--- config.mk ---
export PLATFORM = sky130hd
export DESIGN_NAME = fsps_top
export DESIGN_NICKNAME = d
export VERILOG_FILES = /design/src/hw/fsps_pkg.sv /design/src/hw/fsps_req_if.sv /design/src/hw/fsps_region.sv /design/src/hw/fsps_top.sv
export SDC_FILE = /design/constraint.sdc
export NUM_CORES = 1
export LEC_CHECK = 0
export BUFFER_PORTS_ARGS = -buffer_cell sky130_fd_sc_hd__buf_2
export CAP_MARGIN = 20
export CELL_PAD_IN_SITES_DETAIL_PLACEMENT = 2
export CELL_PAD_IN_SITES_GLOBAL_PLACEMENT = 2
export CORE_UTILIZATION = 37
export DETAILED_ROUTE_END_ITERATION = 12
export HOLD_SLACK_MARGIN = 0.06
export PLACE_DENSITY_LB_ADDON = 0.3
export SETUP_SLACK_MARGIN = 0.3
export SLEW_MARGIN = 40
export SYNTH_ARGS = -nofsm -noshare
export SYNTH_HDL_FRONTEND = slang
export SYNTH_SLANG_ARGS = --single-unit
--- constraint.sdc ---
create_clock -name core_clk -period 6.8 [get_ports core_clk]
set_input_delay 0.68 -clock core_clk [delete_from_list [all_inputs] [get_ports core_clk]]
set_output_delay 0.68 -clock core_clk [all_outputs]
set_load 0.1 [all_outputs]
--- src/hw/fsps_pkg.sv ---
// Package of constants and types for the flash self-program section logic
package fsps_pkg;
    // Word address width of the program store (32K words)
    localparam int unsigned ADDR_W          = 15;
    // Page size in words, log2
    localparam int unsigned PAGE_LOG2       = 7;
    // First word of the halting region; everything above is halting
    localparam logic [14:0] HALT_BASE       = 15'h7000;
    // Boot loader start for each boot size setting (00 largest)
    localparam logic [14:0] BOOT_BASE_0     = 15'h7000;
    localparam logic [14:0] BOOT_BASE_1     = 15'h7800;
    localparam logic [14:0] BOOT_BASE_2     = 15'h7c00;
    localparam logic [14:0] BOOT_BASE_3     = 15'h7e00;
    // Operation time, microseconds, and its cycle count at 40 MHz
    localparam int unsigned PROG_TIME_US    = 4000;
    localparam int unsigned CLK_MHZ         = 40;
    localparam int unsigned PROG_CYCLES     = PROG_TIME_US * CLK_MHZ;
    // Register offsets on the plain register port
    localparam logic [3:0]  REG_CTRL_STAT   = 4'h0;
    localparam logic [3:0]  REG_LOCK        = 4'h1;
    localparam logic [3:0]  REG_TARGET_LO   = 4'h2;
    localparam logic [3:0]  REG_TARGET_HI   = 4'h3;
    // Field positions in the control and status register
    localparam int unsigned BIT_BUSY        = 6;
    localparam int unsigned BIT_RBUSY_CLR   = 4;
    localparam int unsigned BIT_ACTIVE      = 0;
    // Lock register field positions and reset (unprogrammed) value
    localparam int unsigned LOCK_APP_LSB    = 0;
    localparam int unsigned LOCK_BOOT_LSB   = 2;
    localparam logic [3:0]  LOCK_RESET      = 4'hf;
    // Operation kinds
    typedef enum logic [1:0] {
        FSPS_OP_ERASE = 2'h1,
        FSPS_OP_WRITE = 2'h2
    } fsps_op_t;
    // Sequencer states, one-hot
    typedef enum logic [2:0] {
        FSPS_IDLE  = 3'b001,
        FSPS_RUN   = 3'b010,
        FSPS_DONE  = 3'b100
    } fsps_state_t;
endpackage

--- src/hw/fsps_req_if.sv ---
// Interface carrying a checked program-store request inside fsps_top
`timescale 1ns/1ps
interface fsps_req_if;
    logic        start;
    logic        op_write;
    logic [14:0] addr;
    logic        in_halt;
    logic        done;
    modport ctl (output start, output op_write, output addr,
                 output in_halt, input done);
    modport seq (input start, input op_write, input addr,
                 input in_halt, output done);
endinterface

--- src/hw/fsps_region.sv ---
// Section and protection decode for a program-store request
`timescale 1ns/1ps
module fsps_region (
    input  wire logic [14:0] pc_addr,
    input  wire logic [14:0] tgt_addr,
    input  wire logic [1:0]  boot_size_fuses,
    input  wire logic [3:0]  lock_bits,
    output logic             pc_in_boot,
    output logic             tgt_in_boot,
    output logic             tgt_in_halt,
    output logic             write_ok
);
    logic [14:0] boot_base;

    // Boot base picked by fuses; every choice lies in halting region
    always_comb begin
        case (boot_size_fuses)
            2'h0:    boot_base = fsps_pkg::BOOT_BASE_0;
            2'h1:    boot_base = fsps_pkg::BOOT_BASE_1;
            2'h2:    boot_base = fsps_pkg::BOOT_BASE_2;
            default: boot_base = fsps_pkg::BOOT_BASE_3;
        endcase
    end

    // Boot boundary from boot size fuses; halting boundary fixed at HALT_BASE
    assign pc_in_boot  = pc_addr >= boot_base;
    assign tgt_in_boot = tgt_addr >= boot_base;
    assign tgt_in_halt = tgt_addr >= fsps_pkg::HALT_BASE;

    // Mode 2/3 forbid writes: low bit programmed (0)
    always_comb begin
        if (tgt_in_boot) begin
            write_ok = lock_bits[fsps_pkg::LOCK_BOOT_LSB];
        end else begin
            write_ok = lock_bits[fsps_pkg::LOCK_APP_LSB];
        end
    end
endmodule

--- src/hw/fsps_top.sv ---
// Flash self-program section control: start check, stall, read block
`timescale 1ns/1ps
// Summary of operation
// - Program store starts only from boot section
// - Boot section may target any flash address
// - Boot size fuses set section boundary
// - Application protection from first lock pair
// - Boot section protection from second lock pair
// - Concurrent region programming keeps CPU running
// - Halting region programming stalls CPU throughout
// - Concurrent region unreadable during any programming
// - Boot section always inside halting region
// - Busy flag reads one while blocked
// - Busy flag stays until software clears
// - Target address latched at start
// - Lock bits restored only by chip erase or reset
module fsps_top #(
    parameter int unsigned PROG_CYCLES = fsps_pkg::PROG_CYCLES
) (
    input  wire logic        core_clk,
    input  wire logic        rst_n,
    input  wire logic        program_store_instr,
    input  wire logic        op_write,
    input  wire logic [14:0] pc_addr,
    input  wire logic [14:0] ptr_addr,
    input  wire logic [1:0]  boot_size_fuses,
    input  wire logic        chip_erase,
    input  wire logic [3:0]  reg_addr,
    input  wire logic [7:0]  reg_wdata,
    input  wire logic        reg_wr,
    input  wire logic        reg_rd,
    output logic [7:0]       reg_rdata,
    output logic             cpu_stall,
    output logic             read_block,
    output logic             flash_busy,
    output logic             flash_op_start,
    output logic             flash_op_write,
    output logic [14:0]      flash_op_addr
);
    // Timer needs at least one run cycle before its done cycle
    if (PROG_CYCLES < 2) begin : g_bad_cycles
        $error("PROG_CYCLES must be at least 2");
    end

    fsps_pkg::fsps_state_t state_q;
    logic [31:0] cnt_q;
    logic [3:0]  lock_q;
    logic        region_busy_flag_q;
    logic        halt_op_q;
    logic        pc_in_boot;
    logic        tgt_in_boot;
    logic        tgt_in_halt;
    logic        write_ok;
    logic        accept;
    fsps_req_if  req ();

    fsps_region u_region (
        .pc_addr         (pc_addr),
        .tgt_addr        (ptr_addr),
        .boot_size_fuses (boot_size_fuses),
        .lock_bits       (lock_q),
        .pc_in_boot      (pc_in_boot),
        .tgt_in_boot     (tgt_in_boot),
        .tgt_in_halt     (tgt_in_halt),
        .write_ok        (write_ok)
    );

    // Accept: from boot code, any target, lock permitting
    assign accept = program_store_instr && pc_in_boot && write_ok
                    && (state_q == fsps_pkg::FSPS_IDLE);
    assign req.start    = accept;
    assign req.op_write = op_write;
    assign req.addr     = ptr_addr;
    assign req.in_halt  = tgt_in_halt;
    assign req.done     = (state_q == fsps_pkg::FSPS_RUN)
                          && (cnt_q == 32'h0000_0001);

    // Sequencer; a second store while running is ignored
    always_ff @(posedge core_clk or negedge rst_n) begin
        if (!rst_n) begin
            state_q <= fsps_pkg::FSPS_IDLE;
        end else begin
            case (state_q)
                fsps_pkg::FSPS_IDLE: begin
                    if (req.start) begin
                        state_q <= fsps_pkg::FSPS_RUN;
                    end
                end
                fsps_pkg::FSPS_RUN: begin
                    if (req.done) begin
                        state_q <= fsps_pkg::FSPS_DONE;
                    end
                end
                fsps_pkg::FSPS_DONE: state_q <= fsps_pkg::FSPS_IDLE;
                default:             state_q <= fsps_pkg::FSPS_IDLE;
            endcase
        end
    end

    // Operation timer
    always_ff @(posedge core_clk or negedge rst_n) begin
        if (!rst_n) begin
            cnt_q <= 32'h0000_0000;
        end else if (req.start) begin
            cnt_q <= PROG_CYCLES;
        end else if (cnt_q != 32'h0000_0000) begin
            cnt_q <= cnt_q - 32'h0000_0001;
        end
    end

    // Latch target so pointer is free during the operation
    always_ff @(posedge core_clk or negedge rst_n) begin
        if (!rst_n) begin
            flash_op_addr  <= 15'h0000;
            flash_op_write <= 1'b0;
            halt_op_q      <= 1'b0;
        end else if (req.start) begin
            flash_op_addr  <= req.addr;
            flash_op_write <= req.op_write;
            halt_op_q      <= req.in_halt;
        end
    end

    // One-cycle start strobe to the array
    always_ff @(posedge core_clk or negedge rst_n) begin
        if (!rst_n) begin
            flash_op_start <= 1'b0;
        end else begin
            flash_op_start <= req.start;
        end
    end

    // Stall only for halting-region targets
    always_ff @(posedge core_clk or negedge rst_n) begin
        if (!rst_n) begin
            cpu_stall <= 1'b0;
        end else if (req.start) begin
            cpu_stall <= req.in_halt;
        end else if (req.done) begin
            cpu_stall <= 1'b0;
        end
    end

    // Overall busy, for status
    always_ff @(posedge core_clk or negedge rst_n) begin
        if (!rst_n) begin
            flash_busy <= 1'b0;
        end else if (req.start) begin
            flash_busy <= 1'b1;
        end else if (req.done) begin
            flash_busy <= 1'b0;
        end
    end

    // Busy flag: set on start wins over clear; clear refused mid-op
    always_ff @(posedge core_clk or negedge rst_n) begin
        if (!rst_n) begin
            region_busy_flag_q <= 1'b0;
        end else if (req.start) begin
            region_busy_flag_q <= 1'b1;
        end else if (reg_wr && reg_addr == fsps_pkg::REG_CTRL_STAT
                     && reg_wdata[fsps_pkg::BIT_RBUSY_CLR]
                     && state_q == fsps_pkg::FSPS_IDLE) begin
            region_busy_flag_q <= 1'b0;
        end
    end

    // Concurrent region blocked while flag set
    assign read_block = region_busy_flag_q;

    // Lock bits: program only (1->0); chip erase restores
    always_ff @(posedge core_clk or negedge rst_n) begin
        if (!rst_n) begin
            lock_q <= fsps_pkg::LOCK_RESET;
        end else if (chip_erase) begin
            lock_q <= fsps_pkg::LOCK_RESET;
        end else if (reg_wr && reg_addr == fsps_pkg::REG_LOCK) begin
            lock_q <= lock_q & reg_wdata[3:0];
        end
    end

    // Register read, data valid the cycle after the strobe
    always_ff @(posedge core_clk or negedge rst_n) begin
        if (!rst_n) begin
            reg_rdata <= 8'h00;
        end else if (reg_rd) begin
            case (reg_addr)
                fsps_pkg::REG_CTRL_STAT: reg_rdata <=
                    {1'b0, region_busy_flag_q, 5'h00, flash_busy};
                fsps_pkg::REG_LOCK:      reg_rdata <= {4'h0, lock_q};
                fsps_pkg::REG_TARGET_LO: reg_rdata <= flash_op_addr[7:0];
                fsps_pkg::REG_TARGET_HI: reg_rdata <=
                    {1'b0, flash_op_addr[14:8]};
                default:                 reg_rdata <= 8'h00;
            endcase
        end else begin
            reg_rdata <= 8'h00;
        end
    end

    // Assertions
    property p_app_ignored;
        @(posedge core_clk) disable iff (!rst_n)
        (program_store_instr && !pc_in_boot) |=> !flash_op_start;
    endproperty
    a_app_ignored: assert property (p_app_ignored)
        else $error("store from application section started op");

    property p_stall_halt;
        @(posedge core_clk) disable iff (!rst_n)
        (accept && tgt_in_halt) |=> cpu_stall [*8];
    endproperty
    a_stall_halt: assert property (p_stall_halt)
        else $error("halting region op did not stall cpu");

    property p_no_stall_rww;
        @(posedge core_clk) disable iff (!rst_n)
        (accept && !tgt_in_halt) |=> !cpu_stall;
    endproperty
    a_no_stall_rww: assert property (p_no_stall_rww)
        else $error("concurrent region op stalled cpu");

    property p_busy_set;
        @(posedge core_clk) disable iff (!rst_n)
        accept |=> region_busy_flag_q && read_block;
    endproperty
    a_busy_set: assert property (p_busy_set)
        else $error("busy flag not set at start");

    property p_busy_holds;
        @(posedge core_clk) disable iff (!rst_n)
        (region_busy_flag_q && !(reg_wr && reg_addr ==
         fsps_pkg::REG_CTRL_STAT)) |=> region_busy_flag_q;
    endproperty
    a_busy_holds: assert property (p_busy_holds)
        else $error("busy flag dropped without software clear");

    property p_block_in_op;
        @(posedge core_clk) disable iff (!rst_n)
        flash_busy |-> read_block;
    endproperty
    a_block_in_op: assert property (p_block_in_op)
        else $error("concurrent region readable during op");

    property p_latch;
        @(posedge core_clk) disable iff (!rst_n)
        accept |=> flash_op_addr == $past(ptr_addr) && flash_op_start;
    endproperty
    a_latch: assert property (p_latch)
        else $error("target address not latched");

    property p_lock_sticky;
        @(posedge core_clk) disable iff (!rst_n)
        !chip_erase |=> (lock_q & ~$past(lock_q)) == 4'h0;
    endproperty
    a_lock_sticky: assert property (p_lock_sticky)
        else $error("lock bit returned to unprogrammed");

    property p_status_read;
        @(posedge core_clk) disable iff (!rst_n)
        (reg_rd && reg_addr == fsps_pkg::REG_CTRL_STAT)
        |=> reg_rdata[fsps_pkg::BIT_BUSY] == $past(region_busy_flag_q);
    endproperty
    a_status_read: assert property (p_status_read)
        else $error("status read busy bit mismatch");

    // Locked sections must refuse a store even from boot code
    property p_app_locked;
        @(posedge core_clk) disable iff (!rst_n)
        (program_store_instr && !tgt_in_boot
         && !lock_q[fsps_pkg::LOCK_APP_LSB]) |=> !flash_op_start;
    endproperty
    a_app_locked: assert property (p_app_locked)
        else $error("write to locked application section started");

    property p_boot_locked;
        @(posedge core_clk) disable iff (!rst_n)
        (program_store_instr && tgt_in_boot
         && !lock_q[fsps_pkg::LOCK_BOOT_LSB]) |=> !flash_op_start;
    endproperty
    a_boot_locked: assert property (p_boot_locked)
        else $error("write to locked boot section started");

    // Clear strobes are refused until the sequencer is back in idle
    property p_clear_refused;
        @(posedge core_clk) disable iff (!rst_n)
        (region_busy_flag_q && state_q != fsps_pkg::FSPS_IDLE)
        |=> region_busy_flag_q;
    endproperty
    a_clear_refused: assert property (p_clear_refused)
        else $error("busy flag cleared while operation ran");

    property p_stall_ends;
        @(posedge core_clk) disable iff (!rst_n)
        !flash_busy |-> !cpu_stall;
    endproperty
    a_stall_ends: assert property (p_stall_ends)
        else $error("cpu stalled with no operation running");

    c_locked:  cover property (@(posedge core_clk)
        program_store_instr && pc_in_boot && !write_ok);
    c_rww_op:  cover property (@(posedge core_clk) accept && !tgt_in_halt);
    c_halt_op: cover property (@(posedge core_clk) accept && tgt_in_halt);
    c_clear:   cover property (@(posedge core_clk)
        $fell(region_busy_flag_q));
endmodule

==> results.cfg, run 1 <==
[pwr]
p_per_area_mw_per_mm2 = 370
ir_worst_vdd_mv = 0.228
leakage_uw = 0.00181

[run]
drv_cap = 0

[cts]
htree_levels = 3
insertion_delay_ns = 0.34
clk_pin_slew_worst_paths_ns = 0.08
clockBufferDepth = 2
cts_tree = yes
postCtsSetupBuffers = 0
cts_buffers = 9
cts-resized-gates = 0
cts_hold_buffers = 0
cts_num_sinks = 67
root_buffer = clkbuf_8

[synth]
synth_seq_cells = 67
synthesis.nets = 370
yosysTopAreaCell = dfrtp_1
synth_sequential_area_ratio_pct = 49.2
synth-warning-count = 0
synthArstFlopShare_pct = 100
netlist_area_mm2 = 0.00342
synth-edff-count = 0
synthCells = 310
synth_cell_type_count = 52
synth_area_leaders = dfrtp_1 (45%), mux2_2 (6.6%), xnor2_1 (5.9%)
synth_top_flop_cell = dfrtp_1
syn_avg_cell_area_um2 = 11.0
synth_top_area_share_pct = 45.4

[grt]
grt_pass1_vias = 3126
grt_start_max_net_pins = 68
antenna_found_initial = 0
track_usage_pct = 21.8
grt-ovfl-total = 0
grt_pass1_wl_um = 16300

[timing]
setup_violations = 0
timing.hold.ws_ns = 0.436
post-route-period-util_pct = 49.3
fmax_mhz = 298
hold_viol = 0
setup_tns_ns = 0
maxSlewHeadroom_pct = 52.7
slew_viol_final = 0
rsz0062_at_grt = no
fin_crit_ns = 3.35
finClkSkew_ns = 0.0113
tightest_slew_ns = 0.705

[setup_path]
critPathCaptureType = flip-flop
worstPathArrival_ns = 3.58
cp_cell_sequence = buf_2 > and2_1 > ha_1 > nor4bb_1 > nand4_1 > nand3_1 > mux2i_1 > nor4_4 > buf_4 > mux2_2
critPathSlowestCell = buf_4
r2r_start = cnt_q[6]
critPathRequiredTime_ns = 7.03
start_kind = input port
path_class = in2reg
crit_fanout = 46
critPathLaunch = boot_size_fuses[0]
cp_slowest_stage_delay_ns = 0.57

[finish]
final_common_cell = buf_2
final_core_util_pct = 46.3
layout-drive-gt1-share_pct = 33.9
instances_no_fill = 500
fill_cells = 966
area_delta_synth_final_pct = 19.8
final_nets = 447
num_antenna_cells = 0
final_cell_mix = buf_2 (75), dfrtp_1 (62), nor2_1 (43)

[placed_design]
post-dp-hpwl_um = 7270
port_buffers = 75
place_inst = 483
place.gp.congestion = 0.750

[drt]
finalWirelength_um = 9990
via_per_inst = 5.43
drc = 1
wl_per_cell_um = 20.0
num_vias = 2717
drtIter0Drc = 48
first_pass_iters = 8
postRouteAntennaNets = 0

[die]
dieArea_mm2 = 0.00962
core-area_mm2 = 0.00885
die_x_um = 98.1
start_util_pct = 38.6
fp.dieH_um = 98.1
num_rows = 34
boundaryPins = 79

[run_status]
violations = design-rule violations
status = finished with violations

[min_path]
hold_class = in2async
-- final timing paths --
| kind | endpoint | slack (ns) | cells past startpoint |
|---|---|---|---|
| max | flash_op_addr[14] | 3.45 | 10 |
| min | cnt_q[2] | 0.44 | 2 |
| max reg2reg | cnt_q[14] | 3.80 | 6 |
| min reg2reg | lock_q[1] | 0.50 | 2 |
| max in group asynchronous | cnt_q[31] | 5.91 | 2 |
| min in group core_clk | lock_q[1] | 0.50 | 2 |
-- cells in the mapped netlist, types with 6 or more instances --
| library cell | n |
|---|---|
| dfrtp_1 | 62 |
| nor2_1 | 43 |
| xnor2_1 | 23 |
| mux2_2 | 20 |
| nand2_1 | 11 |
| nand2b_1 | 11 |
| ha_1 | 9 |
| or3_1 | 9 |
| inv_1 | 7 |
| a21oi_1 | 6 |
| clkbuf_1 | 6 |
| nand3_1 | 6 |
| nand4_1 | 6 |
| nor4_2 | 6 |
| o21ai_0 | 6 |
-- registers in the layout, summed over array words and instances (netlist names), 3 cells and up --
name	flops
flash_op_addr	15
lock_q	4
reg_rdata	8
state_q	3
cnt_q	32
-- metrics by stage --
step | total power (uW) | area (um^2) | setup slack (ns)
final | 1520 | 4090 | 3.45
after global routing | 1590 | 4090 | 3.30
after CTS | 1530 | 4080 | 3.44
after detailed placement | 1210 | 3900 | 3.12
after global placement | 1170 | 3890 | 3.28
after floorplan | 1040 | 3420 | 3.78
-- worst max-delay path, delay by kind of cell --
family | cells | cell delay, ns
adders and majority gates | 1 | 0.30
muxes | 2 | 0.53
buffers and inverters | 2 | 0.67
and+or+nand+nor | 5 | 1.36
-- logic make-up (layout without fill, tap and decap cells) --
kind of cell    after synthesis  after routing  share of synthesized area (%)
compound gates               33             33                           6.56
mux                          25             25                           8.42
buf+inv                      19            101                           2.60
xor+xnor                     26             26                           6.66
flops                        67             67                           49.2
fa+ha+maj                     9              9                           3.30
simple gates                131            131                           23.2
-- power by group --
group	total (uW)	internal (uW)	switching, uW	leakage [uW]
Clock	313	162	151	0.0000965
Sequential	599	500	99.1	0.000822
Combinational	604	160	444	0.000894
Total	1520	822	694	0.00181
-- routing by layer --
layer | track usage, % | wire length (um) | up-vias
li1 | - | - | 1259
met1 | 26.6 | 4310 | 1376
met2 | 37.8 | 5080 | 60
met3 | 4.44 | 342 | 22
met4 | 8.86 | 263 | 0
met5 | 0 | 0 | -
-- cell type report --
class | count | area, um^2 | share of cell area (%)
well taps | 108 | 135 | 3.30
clock buffers | 14 | 173 | 4.22
repair buffers | 78 | 405 | 9.91
inverters | 7 | 26.3 | 0.642
clock inverters | 2 | 10.0 | 0.245
flip-flops and latches | 67 | 1680 | 41.1
multi-input cells | 224 | 1660 | 40.6
Power figures use the tool's default switching activity.
==> inputs of run 2 (changes only) <==
ABC_AREA = 1   (was unset)
CORE_UTILIZATION = 30   (was 37)
clock period = 3.5 ns   (was 6.8 ns; I/O delays follow)
==> results.cfg, run 2 <==
[setup_path]
cp_cell_sequence = buf_2 > nor2_1 > ha_1 > nand2_1 > nor3_1 > nand3_1 > a21oi_4 > nand3_2 > buf_4 > nand3_1 > inv_1
critPathCaptureType = flip-flop
cp_slowest_stage_delay_ns = 0.46
crit_fanout = 38
cp.depth = 11
r2r_cells = 8
r2r_start = cnt_q[4]
cp_top_family = simple AND/OR/NAND/NOR gates
rrSetupSlack_ns = 1.49
worstPathArrival_ns = 2.32
critPathRequiredTime_ns = 3.73
r2r-end = cnt_q[4]
start_kind = input port
path_class = in2reg
critPathSlowestCell = a21oi_4
path_common_cell = nand3_1
cp_num_buf_inv = 3
critPathLaunch = boot_size_fuses[1]
crit_end = cnt_q[30]

[drt]
via_per_inst = 4.81
num_vias = 3890
drc = 0
drtIter0Drc = 100
first_pass_iters = 5
wl_per_cell_um = 16.3
finalWirelength_um = 13200
postRouteAntennaNets = 0

[placed_design]
place_inst = 791
post-dp-hpwl_um = 9880
port_buffers = 75
place_area_mm2 = 0.00445
place.gp.congestion = 0.772
detailedPlace.worstSlack_ns = 1.03

[die]
dieArea_mm2 = 0.0135
num_rows = 41
fp.dieH_um = 116
boundaryPins = 79
core-area_mm2 = 0.0126
die_x_um = 116
start_util_pct = 30.9

[finish]
final_area_mm2 = 0.00474
final_common_cell = nand2_1
instances_no_fill = 808
area_delta_synth_final_pct = 21.7
layout-drive-gt1-share_pct = 17.8
largest_reg_flops = 32
final_cell_mix = nand2_1 (170), nor2_1 (102), buf_2 (74)
biggestRegsByFlops = cnt_q (32), flash_op_addr (15), reg_rdata (8)
num_antenna_cells = 0
final_nets = 691
fill_cells = 1538
regMostFlops = cnt_q

[synth]
synthCells = 550
synthArstFlopShare_pct = 100
yosysTopAreaCell = dfrtp_1
netlist_area_mm2 = 0.00390
synth_top_area_share_pct = 39.8
synth.most_common_cell = nand2_1
synth-warning-count = 0
synth_seq_cells = 67
synth_sequential_area_ratio_pct = 43.2
yosys-top-cells-count = nand2_1 (170), nor2_1 (102), inv_1 (67), dfrtp_1 (62), nand3_1 (39)
synth_cell_type_count = 31
synth_area_leaders = dfrtp_1 (40%), nand2_1 (16%), nor2_1 (9.8%)
syn_avg_cell_area_um2 = 7.09
synthesis.nets = 610
synth_top_flop_cell = dfrtp_1
synth-edff-count = 0

[cts]
clk_pin_slew_worst_paths_ns = 0.06
cts_tree = yes
clockBufferDepth = 2
cts_hold_buffers = 1
postCtsSetupBuffers = 0
cts_num_sinks = 67
cts_buffers = 9
cts-resized-gates = 0
insertion_delay_ns = 0.34
root_buffer = clkbuf_16
htree_levels = 3

[run_status]
status = finished clean

[timing]
tightest_slew_ns = 0.567
slew_viol_final = 0
fmax_mhz = 478
finalWorstSetupSlack_ns = 1.41
setup_tns_ns = 0
rsz0062_at_grt = no
setup_violations = 0
hold_viol = 0
maxSlewHeadroom_pct = 62.0
fin_crit_ns = 2.09
post-route-period-util_pct = 59.8
finClkSkew_ns = 0.00660

[pwr]
ir_worst_vdd_mv = 0.363
clockPowerShare_pct = 28.7
power.share.switching_pct = 45.6
leakage_uw = 0.00257
p_per_area_mw_per_mm2 = 640
p_sw_uw = 1380
pwr-share-seq_pct = 35.8
combPwrFrac_pct = 35.4
p_int_uw = 1650

[grt]
grt_pass1_wl_um = 21800
track_usage_pct = 21.5
grt_pass1_vias = 4355
grt_start_max_net_pins = 39
antenna_found_initial = 0
grt-ovfl-total = 0

[run]
drv_cap = 0

[min_path]
hold_class = in2reg
[run 2: changes by cell type after synthesis, moves of 6 or more]
cell      change
inv_1        +60
mux2_2       -20
nand2_1     +159
nand2b_1     -11
nand3_1      +33
nand4_1      +24
nor2_1       +59
nor4_2        -6
o21ai_0       +6
o21bai_1      +7
or3_1         -9
xnor2_1      -20
[run 2: per-layer routing]
metal / vias up / share of wire [%] / GRT usage (%)
met5: - / 0 / 0
met4: 0 / 1.4 / 6.75
met3: 14 / 4.2 / 4.97
met2: 76 / 50 / 38.2
met1: 1908 / 44 / 25.6
li1: 1892 / - / -
[run 2: logic make-up after synthesis]
family / share of synthesized area [%]
flip-flops: 43.2
adder cells (fa/ha/maj): 2.89
buffers and inverters: 8.67
AO/OA/AOI/OAI: 4.56
AND/OR/NAND/NOR: 38.7
XOR/XNOR: 2.02
[run 2: power by group through the flow]
| stage | combinational [uW] | clock (uW) | sequential [uW] |
|---|---|---|---|
| after global placement | 1040 | 0 | 1090 |
| after floorplan | 375 | 0 | 1500 |
| final | 1080 | 872 | 1090 |
| after CTS | 1090 | 896 | 1090 |
| after detailed placement | 1080 | 0 | 1100 |
| after global routing | 1170 | 931 | 1110 |
[run 2: worst min-delay path by stage]
stage / from / endpoint / cells past startpoint
CTS: chip_erase / lock_q[0] / 3
global placement: flash_op_write / flash_op_write / 2
finish: chip_erase / lock_q[0] / 3
floorplan: rst_n / cnt_q[0] / 0
detailed placement: rst_n / cnt_q[2] / 1
global route: chip_erase / lock_q[0] / 3
[run 2: tightest hold or removal path: cells and delay by family]
kind,cells,cell delay [ns]
simple gates,1,0.07
buf+inv,2,0.13
[run 2: layout make-up]
class	count	area, um^2	share of cell area, %
repair buffers	79	423	8.92
flip-flops and latches	67	1680	35.5
clock buffers	10	239	5.04
multi-input cells	403	1880	39.6
well taps	172	215	4.54
clock inverters	6	40.0	0.844
inverters	71	267	5.62
[run 2: through the flow]
stage / total power (uW) / utilization (%) / hold slack [ns]
after CTS: 3070 / 37.6 / 0.234
after global routing: 3220 / 37.6 / 0.255
after global placement: 2130 / 35.3 / 0.460
final: 3030 / 37.6 / 0.237
after detailed placement: 2180 / 35.3 / 0.359
after floorplan: 1880 / - / 0.0544
==> inputs of run 3 (changes only) <==
ABC_AREA = 0   (was 1)
CORE_UTILIZATION = 31   (was 30)
clock period = 1.68 ns   (was 3.5 ns; I/O delays follow)
==> results.cfg, run 3 (same netlist as run 1, synthesis figures left out) <==
[die]
boundaryPins = 79
core-area_mm2 = 0.0105
die_x_um = 107
num_rows = 37
start_util_pct = 32.5
fp.dieH_um = 107
dieArea_mm2 = 0.0114

[finish]
area_delta_synth_final_pct = 70.0
final_common_cell = buf_4
final_core_util_pct = 55.3
fill_cells = 1014
num_antenna_cells = 0
layout-drive-gt1-share_pct = 60.3
regMostFlops = cnt_q
biggestRegsByFlops = cnt_q (32), flash_op_addr (15), reg_rdata (8)
largest_reg_flops = 32
final_cell_mix = buf_4 (88), buf_2 (60), dfrtp_1 (51)
final_nets = 559

[pwr]
p_sw_uw = 3700
p_per_area_mw_per_mm2 = 1340
combPwrFrac_pct = 50.5
leakage_uw = 0.00259
pwr-share-seq_pct = 31.4
ir_worst_vdd_mv = 0.680
p_int_uw = 4090
power.share.switching_pct = 47.5
clockPowerShare_pct = 18.1

[setup_path]
cp_top_family = simple AND/OR/NAND/NOR gates
path_class = reg2reg
cp_cell_sequence = or4_4 > or4b_4 > buf_6 > nor4_4 > buf_6 > a2111oi_1 > xnor2_1 > nor2_1
path_common_cell = buf_6
critPathRequiredTime_ns = 1.96
cp_num_buf_inv = 2
crit_fanout = 6
critPathSlowestCell = or4_4
cp_slowest_stage_delay_ns = 0.55
worstPathArrival_ns = 3.00
start_kind = flip-flop
critPathCaptureType = flip-flop

[placed_design]
detailedPlace.worstSlack_ns = -0.909
port_buffers = 75
place.gp.congestion = 0.787
post-dp-hpwl_um = 8560

[grt]
grt_pass1_vias = 4035
grt_pass1_wl_um = 24500
met3_usage_pct = 5.41
grt_start_max_net_pins = 68
antenna_found_initial = 0
track_usage_pct = 29.5
grtUsageMet2_pct = 52.3
met1_usage_pct = 34.2
top_usage_layer = met2
grt-ovfl-total = 0

[timing]
fmax_mhz = 367
maxSlewHeadroom_pct = 42.0
finClkSkew_ns = 0.0183
rsz0062_at_grt = yes
fin_crit_ns = 2.73
setup_violations = 55
tightest_slew_ns = 0.869
finalWorstSetupSlack_ns = -1.05
slew_viol_final = 0
hold_viol = 0
post-route-period-util_pct = 162

[min_path]
hold_class = in2reg

[drt]
wl_per_cell_um = 29.7
num_vias = 3505
first_pass_iters = 4
drtIter0Drc = 210
drc = 0
postRouteAntennaNets = 0
finalWirelength_um = 19000
via_per_inst = 5.48

[cts]
cts_num_sinks = 67
htree_levels = 3
insertion_delay_ns = 0.38
clk_pin_slew_worst_paths_ns = 0.09
cts_buffers = 9
cts_tree = yes
root_buffer = clkbuf_8
clockBufferDepth = 2

[run_status]
status = finished with violations
violations = negative setup slack

[run]
drv_cap = 0
[run 3: through the flow]
stage          setup TNS, ns  hold slack, ns  area [um^2]  total power (uW)  std cells
2_1_floorplan         -33.14          -0.128         3590              4360        310
6_report              -38.52           0.110         5810              7790        640
5_1_grt               -42.04           0.124         5810              7990        640
3_5_place_dp          -44.54           0.229         4690              5630        590
4_1_cts               -31.92          0.0645         5500              7190        630
3_3_place_gp          -36.55           0.218         4690              5450        590
[run 3: final timing paths]
path                             startpoint          endpoint  slack, ns  cells after the start
max                                cnt_q[7]          cnt_q[3]      -1.05                      8
min                            reg_wdata[0]         lock_q[0]       0.11                      3
min in group asynchronous             rst_n         cnt_q[22]       0.35                      3
min reg2reg                flash_op_addr[3]  flash_op_addr[3]       0.54                      1
max reg2reg                        cnt_q[7]          cnt_q[3]      -1.05                      8
max in group asynchronous             rst_n  flash_op_addr[8]       0.97                      3
[run 3: power by group through the flow]
stage               Sequential, uW  Clock [uW]  Combinational, uW
CTS                           2350        1340               3490
floorplan                     3420           0                939
global placement              2340           0               3110
detailed placement            2360           0               3260
finish                        2440        1410               3930
global route                  2470        1470               4050
[run 3: tightest hold or removal path, delay by kind of cell]
family / cells / cell delay [ns]
simple gates: 1 / 0.11
buf+inv: 1 / 0.08
compound gates: 1 / 0.07
[run 3: area by class of cell]
class	count	area [um^2]	area share (%)
well taps	136	170	2.93
repair buffers	190	1530	26.4
clock inverters	2	10.0	0.172
flip-flops and latches	67	1700	29.3
inverters	7	26.3	0.452
multi-input cells	224	2200	37.8
clock buffers	14	173	2.97
[run 3: timing repair]
| action | 4_1_cts | 5_1_grt |
|---|---|---|
| buffers inserted | 13 | 9 |
| hold endpoints to repair | 69 | 0 |
| resized for setup | 66 | 44 |
| cloned | 3 | 1 |
| pin swaps | 30 | 25 |
| setup endpoints to repair | 61 | 62 |
| hold buffers | 8 | 0 |
[run 3: layer usage]
| metal | share of wire, % | routed length [um] |
|---|---|---|
| met1 | 39 | 7460 |
| met2 | 53 | 10000 |
| met3 | 3.9 | 746 |
| met4 | 4.3 | 822 |
| met5 | 0 | 0 |
